### src/verilog/ssef_cfg.svh
// constants for the spi status and error flag block
`ifndef SSEF_CFG_SVH
`define SSEF_CFG_SVH
`define SSEF_DATA_W 8
`define SSEF_DATA_RST 8'h00
`define SSEF_FLAG_RST 1'h0
`define SSEF_SYNC_RST 2'h3
`endif

### src/verilog/ssef_pkg.sv
// types for the spi status and error flag block
package ssef_pkg;
    typedef enum logic {
        SSEF_ROLE_SLAVE,
        SSEF_ROLE_MASTER
    } ssef_role_t;
endpackage

### src/verilog/ssef_flags.sv
// spi status flags, collision, mode fault and interrupt request
`include "ssef_cfg.svh"

module ssef_flags
    import ssef_pkg::*;
#(
    parameter int DATA_W = `SSEF_DATA_W
) (
    input wire logic clk,
    input wire logic nrst,
    input wire logic data_wr,
    input wire logic [DATA_W-1:0] data_wdata,
    input wire logic data_rd,
    input wire logic ctrl_wr,
    input wire logic ctrl_master_in,
    input wire logic ctrl_enable_in,
    input wire logic ctrl_sel_oe_in,
    input wire logic ctrl_sel_ded_in,
    input wire logic collision_clr,
    input wire logic done_clr,
    input wire logic fault_clr,
    input wire logic ovf_clr,
    input wire logic serial_int_enable,
    input wire logic global_int_enable,
    input wire logic xfer_active,
    input wire logic xfer_done,
    input wire logic [DATA_W-1:0] rx_byte,
    input wire logic ss_n_pin,
    output logic [DATA_W-1:0] serial_data_reg,
    output logic [DATA_W-1:0] shift_load_data,
    output logic shift_load,
    output logic shift_start,
    output logic write_collision_flag,
    output logic transfer_done_flag,
    output logic mode_fault_flag,
    output logic receive_overrun_flag,
    output logic master_select,
    output logic port_enable,
    output logic select_output_enable,
    output logic select_pin_dedicate,
    output logic spi_irq
);
    logic [1:0] ss_sync_r;
    logic ss_low;
    logic busy;
    logic collide;
    logic fault;
    logic rx_keep;
    ssef_role_t role;

    // pin is asynchronous to clk; only the second stage is looked at
    always_ff @(posedge clk or negedge nrst) begin
        if (!nrst) begin
            ss_sync_r <= `SSEF_SYNC_RST;
        end else begin
            ss_sync_r <= {ss_sync_r[0], ss_n_pin};
        end
    end

    assign ss_low = !ss_sync_r[1];
    assign role = master_select ? SSEF_ROLE_MASTER : SSEF_ROLE_SLAVE;
    // a start issued last cycle counts as busy until the shifter reports it
    assign busy = xfer_active || shift_start;
    assign collide = data_wr && busy;
    assign fault = master_select && ss_low && !select_output_enable
        && !select_pin_dedicate;
    assign rx_keep = transfer_done_flag && !done_clr;

    // control bits; a fault overrides a software write to master_select and port_enable in the same cycle
    always_ff @(posedge clk or negedge nrst) begin
        if (!nrst) begin
            master_select <= `SSEF_FLAG_RST;
            port_enable <= `SSEF_FLAG_RST;
            select_output_enable <= `SSEF_FLAG_RST;
            select_pin_dedicate <= `SSEF_FLAG_RST;
        end else begin
            if (ctrl_wr) begin
                select_output_enable <= ctrl_sel_oe_in;
                select_pin_dedicate <= ctrl_sel_ded_in;
            end
            if (fault) begin
                master_select <= 1'h0;
                port_enable <= 1'h0;
            end else if (ctrl_wr) begin
                master_select <= ctrl_master_in;
                port_enable <= ctrl_enable_in;
            end
        end
    end

    // single-buffered transmit: an accepted write goes to the shifter
    always_ff @(posedge clk or negedge nrst) begin
        if (!nrst) begin
            shift_load <= `SSEF_FLAG_RST;
            shift_start <= `SSEF_FLAG_RST;
            shift_load_data <= `SSEF_DATA_RST;
        end else begin
            shift_load <= data_wr && !collide;
            shift_start <= data_wr && !collide && port_enable
                && role == SSEF_ROLE_MASTER;
            if (data_wr && !collide) begin
                shift_load_data <= data_wdata;
            end
        end
    end

    // read buffer; software reading the byte is not enough, done must clear
    always_ff @(posedge clk or negedge nrst) begin
        if (!nrst) begin
            serial_data_reg <= `SSEF_DATA_RST;
        end else if (xfer_done && !rx_keep) begin
            serial_data_reg <= rx_byte;
        end
    end

    // sticky flags: set beats clear when both land together
    always_ff @(posedge clk or negedge nrst) begin
        if (!nrst) begin
            write_collision_flag <= `SSEF_FLAG_RST;
            transfer_done_flag <= `SSEF_FLAG_RST;
            mode_fault_flag <= `SSEF_FLAG_RST;
            receive_overrun_flag <= `SSEF_FLAG_RST;
        end else begin
            if (collide) begin
                write_collision_flag <= 1'h1;
            end else if (collision_clr) begin
                write_collision_flag <= 1'h0;
            end
            if (xfer_done && !rx_keep) begin
                transfer_done_flag <= 1'h1;
            end else if (done_clr) begin
                transfer_done_flag <= 1'h0;
            end
            if (fault) begin
                mode_fault_flag <= 1'h1;
            end else if (fault_clr) begin
                mode_fault_flag <= 1'h0;
            end
            if (xfer_done && rx_keep) begin
                receive_overrun_flag <= 1'h1;
            end else if (ovf_clr) begin
                receive_overrun_flag <= 1'h0;
            end
        end
    end

    // request is a level that follows the done and mode fault flags one cycle late
    always_ff @(posedge clk or negedge nrst) begin
        if (!nrst) begin
            spi_irq <= `SSEF_FLAG_RST;
        end else begin
            spi_irq <= serial_int_enable && ((transfer_done_flag
                && global_int_enable) || mode_fault_flag);
        end
    end

    property p_collision_set;
        @(posedge clk) disable iff (!nrst)
        (data_wr && (xfer_active || shift_start)) |=> write_collision_flag;
    endproperty
    a_collision_set: assert property (p_collision_set)
        else $error("write collision not flagged");

    property p_collide_no_load;
        @(posedge clk) disable iff (!nrst)
        (data_wr && xfer_active) |=> !shift_load && !shift_start;
    endproperty
    a_collide_no_load: assert property (p_collide_no_load)
        else $error("colliding write reached the shifter");

    property p_load_data;
        @(posedge clk) disable iff (!nrst)
        (data_wr && !xfer_active && !shift_start)
            |=> shift_load && shift_load_data == $past(data_wdata);
    endproperty
    a_load_data: assert property (p_load_data)
        else $error("accepted write not loaded");

    property p_collision_sticky;
        @(posedge clk) disable iff (!nrst)
        (write_collision_flag && !collision_clr) |=> write_collision_flag;
    endproperty
    a_collision_sticky: assert property (p_collision_sticky)
        else $error("collision flag dropped by itself");

    property p_done_copy;
        @(posedge clk) disable iff (!nrst)
        (xfer_done && !transfer_done_flag) |=> transfer_done_flag
            && serial_data_reg == $past(rx_byte);
    endproperty
    a_done_copy: assert property (p_done_copy)
        else $error("received byte not captured");

    property p_irq_done;
        @(posedge clk) disable iff (!nrst)
        (transfer_done_flag && serial_int_enable && global_int_enable)
            |=> spi_irq;
    endproperty
    a_irq_done: assert property (p_irq_done)
        else $error("done request missing");

    property p_irq_gate;
        @(posedge clk) disable iff (!nrst)
        !serial_int_enable |=> !spi_irq;
    endproperty
    a_irq_gate: assert property (p_irq_gate)
        else $error("request raised while disabled");

    property p_fault_drop;
        @(posedge clk) disable iff (!nrst)
        (master_select && !ss_sync_r[1] && !select_output_enable
            && !select_pin_dedicate)
            |=> mode_fault_flag && !master_select && !port_enable;
    endproperty
    a_fault_drop: assert property (p_fault_drop)
        else $error("mode fault did not release master");

    property p_no_fault_out;
        @(posedge clk) disable iff (!nrst)
        (!mode_fault_flag && (select_output_enable || select_pin_dedicate)
            && !ctrl_wr) |=> !mode_fault_flag;
    endproperty
    a_no_fault_out: assert property (p_no_fault_out)
        else $error("mode fault with select as output");

    property p_overrun_keep;
        @(posedge clk) disable iff (!nrst)
        (xfer_done && transfer_done_flag && !done_clr)
            |=> receive_overrun_flag && $stable(serial_data_reg);
    endproperty
    a_overrun_keep: assert property (p_overrun_keep)
        else $error("overrun lost the previous byte");

    property p_set_wins;
        @(posedge clk) disable iff (!nrst)
        (data_wr && xfer_active && collision_clr) |=> write_collision_flag;
    endproperty
    a_set_wins: assert property (p_set_wins)
        else $error("clear beat a collision");

    c_collision: cover property (@(posedge clk) disable iff (!nrst)
        data_wr && xfer_active);
    c_overrun: cover property (@(posedge clk) disable iff (!nrst)
        xfer_done && transfer_done_flag);
    c_fault: cover property (@(posedge clk) disable iff (!nrst)
        $rose(mode_fault_flag));
endmodule

### config.mk
export PLATFORM = sky130hd
export DESIGN_NAME = ssef_flags
export DESIGN_NICKNAME = d
export VERILOG_FILES = /design/src/verilog/ssef_pkg.sv /design/src/verilog/ssef_flags.sv
export VERILOG_INCLUDE_DIRS = /design/src /design/src/verilog
export SDC_FILE = /design/constraint.sdc
export NUM_CORES = 1
export LEC_CHECK = 0
export BUFFER_PORTS_ARGS = -buffer_cell sky130_fd_sc_hd__buf_4
export CAP_MARGIN = 30
export CORE_MARGIN = 5
export CORE_UTILIZATION = 35
export DETAILED_ROUTE_END_ITERATION = 10
export PLACE_DENSITY = 0.73
export SLEW_MARGIN = 0
export SYNTH_ARGS = -nofsm -noshare
export SYNTH_HDL_FRONTEND = slang
export SYNTH_SLANG_ARGS = --single-unit
### constraint.sdc
create_clock -name clk -period 1.1 [get_ports clk]
set_input_delay 0.11 -clock clk [delete_from_list [all_inputs] [get_ports clk]]
set_output_delay 0.11 -clock clk [all_outputs]
set_load 0.005 [all_outputs]
---- Word-level counts from Yosys, hierarchy flattened ----
Index checks and enable logic that the tools add are counted.
storage, ports and cells
  flip-flop bits (word level) ............. 29
  input bits .............................. 34
  logic and storage cells ................. 52
cells by class
  muxes and demuxes ....................... 13
  reductions and logical operators ........ 25
operator list
  cell                number
  two-way mux 1 bit   13
  logical AND 1 bit   12
  nonzero test 2 bit  5
  logical NOT 1 bit   6
  logical OR 1 bit    2

---- Logic depth before layout (Yosys ltp) ----
Gate-level depths: netlist (run 1).
  word-level depth ........................ 6
  depth in mapped cells ................... 3

---- Worst setup path after synthesis (run 1) ----
No wires, ideal clock.
  kind .................................... flip-flop to flip-flop
  from .................................... reg shift_start
  to ...................................... reg shift_load_data[0]
  library setup time ...................... 0.125 ns
  data arrival time ....................... 1.047 ns
  path slack .............................. -0.072 ns
  stages on the path, launching flop included .. 4
  buffers on the path ..................... 1
  cell sequence ........................... dfrtp_1 > nor3b_2 > buf_6 > mux2_4
on the way
  cells in the longest elaborated chain, start to end .. 4
RTL lines
  element                 RTL line           RTL
  from (decl)             ssef_flags.sv:32   output logic shift_start,
  from (signal assigned)  ssef_flags.sv:95   shift_start <= `SSEF_FLAG_RST;
  from (signal assigned)  ssef_flags.sv:99   shift_start <= data_wr && !collide && port_enable
  logical OR 1 bit        ssef_flags.sv:63   assign busy = xfer_active || shift_start;
  logical AND 1 bit       ssef_flags.sv:64   assign collide = data_wr && busy;
  logical NOT 1 bit       ssef_flags.sv:101  if (data_wr && !collide) begin
  logical AND 1 bit       ssef_flags.sv:101
  to (signal assigned)    ssef_flags.sv:96   shift_load_data <= `SSEF_DATA_RST;
  to (signal assigned)    ssef_flags.sv:102  shift_load_data <= data_wdata;
  to (decl)               ssef_flags.sv:30   output logic [DATA_W-1:0] shift_load_data,
No other way between the ends.
A chain may end at the register's enable or synchronous reset.

---- Worst setup path in the final report (run 1) ----
Same ends and word-level chain as after synthesis.

==> flow_metrics.tcl, run 1 <==
set metrics [dict create \
    drtIter0Drc 45 \
    syn_to_final_growth_pct 73.8 \
    vias 868 \
    cts_buffers 5 \
    dpl.hpwl_microns 1860 \
    synth_top_area_share_pct 61.3 \
    syn_inst 68 \
    grt_pass1_vias 964 \
    htreeDepth 2 \
    p_int_mw 1.87 \
    fin_ws_ps -87.9 \
    worstHoldPathCells 2 \
    synth.distinct_cells 19 \
    grt_antenna_before_repair 0 \
    crit_path_start_kind "flop" \
    synth_seq_area_share_pct 66.1 \
    rsz0062_at_grt "yes" \
    clock-root-buffer "clkbuf_4" \
    cap_violations 0 \
    synthesis.nets 102 \
    path_class "reg2reg" \
    gp_congestion 0.690 \
    drtAntennaViolNets 0 \
    combPwrFrac_pct 24.8 \
    antenna_cells 0 \
    power.density_mw_per_mm2 1310 \
    relSlewSlack_pct 76.2 \
    drive_above_1_share_pct 61.3 \
    reg2reg_depth 3 \
    outcome "finished with violations" \
    drt-pass1-iter-count 4 \
    cts.sinks 29 \
    grt_usage_pct 13.8 \
    nets 193 \
    wl_per_cell_microns 13.5 \
    period_minus_slack_ps 1190 \
    cp_data_required_time_ps 1310 \
    p_leak_nw 0.963 \
    cp_max_fo 10 \
    synth_edf_count 0 \
    grt_max_degree 30 \
    cp-end-kind "flop" \
    coreArea_sq_mm 0.00303 \
    switching_share_pct 25.3 \
    routed_wirelength_microns 2760 \
    grt_pass1_wl_microns 4440 \
    holdPathEnd "spi_irq" \
    p_clk_share_pct 24.2 \
    synth_top_cell_by_area "dfrtp_1" \
    drc_errors 0 \
    tns_ps -650 \
    pin_count 61 \
    hold_path_class "in2reg" \
    clk_pin_slew_ps 90 \
    fin_skew_ps 5.83 \
    yosysWarnings 0 \
    synth_seq_cells 29 \
    clock.fmax_mhz 842 \
    min-delay-start "serial_int_enable" \
    p_seq_share_pct 51.1 \
    finalSetupViolCount 9 \
    cts_tree "done" \
    grt_overflow 0 \
    hold_violations 0 \
    viasPerCell 4.25 \
    violations "setup timing" \
    dieWidth_microns 66.1 \
    slew_violations 0 \
    initial_core_util_pct 36.4 \
    worstMarginPinSlew_ps 357 \
    irDropWorstVdd_uv 820 \
    hold_slack_ps 20.6 \
    cts_buffer_depth 2 \
    synth_area_leaders "dfrtp_1, mux2_4, mux2_2" \
    synth-main-ff-cell "dfrtp_1" \
    die_area_sq_mm 0.00437 \
    syn_area_sq_mm 0.00110 \
    io_buffers 59 \
    worstPathArrival_ps 1390 \
    yosys-top-cells-count "dfrtp_1, mux2_2, mux2_4, inv_1" \
    power_switching_mw 0.634 \
    num_rows 20 \
    synth.most_common_cell "dfrtp_1" \
    syn_area_per_cell_sq_um 16.2 \
    rr_startpoint "shift_start" \
    fin_crit_sh_pct 108 \
    worstReg2RegEnd "shift_load_data[0]" \
    dieHeight_microns 66.1 \
    synthArstFlopShare_pct 100 \
    clock_latency_ps 320 \
    r2r_slack_ps -90 \
]
-- per-layer routing --
| layer | up-vias | GRT usage, % | wire [microns] |
|---|---|---|---|
| met1 | 403 | 14.9 | 1110 |
| met3 | 4 | 6.97 | 260 |
| met4 | 0 | 3.81 | 23 |
| met5 | - | 0 | 0 |
| li1 | 420 | - | - |
| met2 | 41 | 23.5 | 1370 |
-- cell usage in the layout, fill, tap and decap left out, types with 2 or more instances in the layout --
cell	netlist	final
nor2_1	2	2
dfrtp_1	27	27
dlygate4sd3_1	0	19
mux2_4	8	9
buf_4	0	63
dfstp_2	2	2
buf_6	1	3
inv_1	4	4
o21ai_0	2	2
mux2i_1	2	2
clkbuf_4	0	5
mux2_2	10	9
clkinv_2	0	2
-- logic make-up after synthesis --
family / after synthesis / synth area share (%)
flops: 29 / 66.1
mux: 20 / 22.9
buf+inv: 5 / 2.38
compound gates: 5 / 2.61
simple gates: 9 / 6.02
-- metrics by stage --
stage | total power, mW | cell area (sq um) | std cells | util, % | setup slack [ps]
finish | 2.50 | 1920 | 204 | 63.3 | -87.9
global route | 2.67 | 1920 | 204 | 63.3 | -129
floorplan | 1.48 | 1100 | 68 | - | -51.7
global placement | 1.83 | 1630 | 175 | 53.7 | -68.7
CTS | 2.53 | 1870 | 200 | 61.6 | -94.6
detailed placement | 1.84 | 1630 | 175 | 53.7 | -100
-- what timing repair did --
| item | CTS | global route |
|---|---|---|
| endpoints found under the setup margin | 18 | 17 |
| gates cloned | 0 | 0 |
| gates resized for setup | 4 | 2 |
| hold buffers | 16 | 3 |
| setup buffers | 1 | 1 |
| pin swaps | 0 | 1 |
| endpoints found under the hold margin | 44 | 3 |
-- worst max-delay path by stage --
stage | startpoint | end | slack (ps) | depth (start not counted)
2_1_floorplan | shift_start | shift_load_data[0] | -50 | 3
3_3_place_gp | shift_start | shift_load_data[7] | -70 | 3
3_5_place_dp | shift_start | shift_load_data[0] | -100 | 3
4_1_cts | shift_start | shift_load_data[0] | -90 | 3
5_1_grt | shift_start | shift_load_data[0] | -130 | 3
6_report | shift_start | shift_load_data[0] | -90 | 3
-- critical path, stage by stage, from the launching register on --
cell and delay (ps):
dfrtp_1 390, nor3b_2 180, buf_6 190, mux2_4 310
-- final cells by class --
class / count / area [sq um]
Fill cell: 234 / 1110
Sequential cell: 29 / 728
Tap cell: 44 / 55.1
Inverter: 4 / 15.0
Clock buffer: 5 / 37.5
Timing Repair Buffer: 85 / 697
Clock inverter: 3 / 17.5
Multi-Input combinational cell: 34 / 365
-- power by group through the flow --
stage	clock [mW]	sequential (mW)	combinational [mW]
after floorplan	0	1.30	0.182
after global placement	0	1.29	0.536
after global routing	0.698	1.30	0.669
after detailed placement	0	1.30	0.542
after CTS	0.647	1.28	0.601
final	0.605	1.28	0.620
Power figures use the tool's default switching activity.
==> run 2: changes to the inputs <==
--- a/config.mk
+++ b/config.mk
@@ -12,6 +12,7 @@
 export CORE_UTILIZATION = 35
 export DETAILED_ROUTE_END_ITERATION = 10
 export PLACE_DENSITY = 0.73
+export SKIP_CTS_REPAIR_TIMING = 1
 export SLEW_MARGIN = 0
 export SYNTH_ARGS = -nofsm -noshare
 export SYNTH_HDL_FRONTEND = slang
==> run 2 against run 1 <==
Compared with the run above:
- the run still ends with setup timing left
- register-to-register slack about the same
- clock skew up 1.8 ps
- total power down 0.37%
- flip-flop and latch count unchanged
- global-route usage down 1.4 points
- core utilization down 0.45 points
- clock power about the same
- critical path depth unchanged
- maximum frequency up 0.22%
- worst hold slack better by 2.3 ps
- largest cell class unchanged
- largest power group unchanged
- highest routed layer unchanged
==> flow_metrics.tcl, run 2 (same netlist as run 1, synthesis figures left out) <==
set metrics [dict create \
    p_clk_share_pct 24.3 \
    violations "setup timing" \
    grt_pass1_vias 874 \
    p_seq_share_pct 51.2 \
    fin_ws_ps -85.3 \
    wl_per_cell_microns 13.3 \
    grt_overflow 0 \
    num_rows 20 \
    cts_tree "done" \
    routed_wirelength_microns 2690 \
    cp_data_required_time_ps 1310 \
    clock.fmax_mhz 844 \
    p_int_mw 1.86 \
    io_buffers 59 \
    switching_share_pct 25.3 \
    cts.sinks 29 \
    fin_crit_sh_pct 108 \
    pin_count 61 \
    fin_cells 203 \
    coreArea_sq_mm 0.00303 \
    final_cell_mix "buf_4, dfrtp_1, dlygate4sd3_1" \
    post-place-cells 175 \
    period_minus_slack_ps 1190 \
    grt_pass1_wl_microns 3970 \
    grt_usage_pct 12.4 \
    drt-pass1-iter-count 4 \
    irDropWorstVdd_uv 823 \
    clock-root-buffer "clkbuf_4" \
    drive_above_1_share_pct 61.6 \
    relSlewSlack_pct 76.2 \
    clock_latency_ps 320 \
    gp_congestion 0.690 \
    drc_errors 0 \
    die_area_sq_mm 0.00437 \
    syn_to_final_growth_pct 72.5 \
    p_leak_nw 0.955 \
    cts_buffer_depth 2 \
    grt_max_degree 30 \
    power_switching_mw 0.631 \
    cp_max_fo 10 \
    antenna_cells 0 \
    fillCellCount 236 \
    worstMarginPinSlew_ps 357 \
    outcome "finished with violations" \
    viasPerCell 4.20 \
    cp-end-kind "flop" \
    dpl.hpwl_microns 1860 \
    grt_antenna_before_repair 0 \
    tns_ps -625 \
    slew_violations 0 \
    worstPathArrival_ps 1400 \
    dieWidth_microns 66.1 \
    finalSetupViolCount 9 \
    crit_path_start_kind "flop" \
    vias 852 \
    drtIter0Drc 31 \
    path_class "reg2reg" \
    hold_violations 0 \
    cap_violations 0 \
    drtAntennaViolNets 0 \
    rsz0062_at_grt "yes" \
    dieHeight_microns 66.1 \
    htreeDepth 2 \
    final_common_cell "buf_4" \
    nets 192 \
    initial_core_util_pct 36.4 \
    clk_pin_slew_ps 100 \
    fin_skew_ps 7.58 \
    hold_path_class "in2reg" \
    combPwrFrac_pct 24.5 \
    cts_buffers 5 \
    power.density_mw_per_mm2 1310 \
    hold_slack_ps 22.9 \
]
[run 2: cell count changes in the layout (fill, tap and decap cells not counted)]
cell	change
mux2_2	+1
dlygate4sd3_1	-1
mux2_4	-1
[run 2: worst paths after layout]
kind / startpoint / end / slack (ps) / cells past startpoint
setup / recovery: shift_start / shift_load_data[2] / -90 / 3
hold reg to reg: ss_sync_r[0] / ss_sync_r[1] / 360 / 0
hold / removal: serial_int_enable / spi_irq / 20 / 2
max in group asynchronous: nrst / ss_sync_r[1] / 510 / 2
setup reg to reg: shift_start / shift_load_data[2] / -90 / 3
min in group asynchronous: nrst / shift_load_data[1] / 280 / 2
[run 2: area by class of cell]
class	instances	area (sq um)	share of cell area, %
Clock inverter	3	17.5	0.921
Tap cell	44	55.1	2.89
Inverter	4	15.0	0.789
Clock buffer	5	37.5	1.97
Multi-Input combinational cell	34	362	19.0
Sequential cell	29	728	38.3
Timing Repair Buffer	84	687	36.1
[run 2: worst max-delay path: stages (launching register included)]
cell,delay [ps]
dfrtp_1,390
nor3b_2,180
buf_6,190
mux2_4,320
[run 2: stage by stage]
stage               power [mW]  instance area (sq um)  util [%]  worst slack, ps
floorplan                 1.48                   1100         -            -51.7
global route              2.65                   1900      62.8             -128
CTS                       2.47                   1680      55.5             -113
finish                    2.49                   1900      62.8            -85.3
detailed placement        1.84                   1630      53.7             -100
global placement          1.83                   1630      53.7            -68.7
[run 2: power groups by stage]
stage                     logic (mW)  registers (mW)  clock network [mW]
after floorplan                0.182            1.30                   0
after global placement         0.536            1.29                   0
after detailed placement       0.542            1.30                   0
after CTS                      0.544            1.28               0.647
after global routing           0.660            1.30               0.694
final                          0.611            1.28               0.606
[run 2: routing by layer]
layer  wire length, microns  track usage [%]  part of all wire [%]
met1                   1110             13.6                    41
met2                   1300             19.8                    48
met3                    252             7.48                   9.4
met4                     23             3.81                  0.86
met5                      0                0                     0
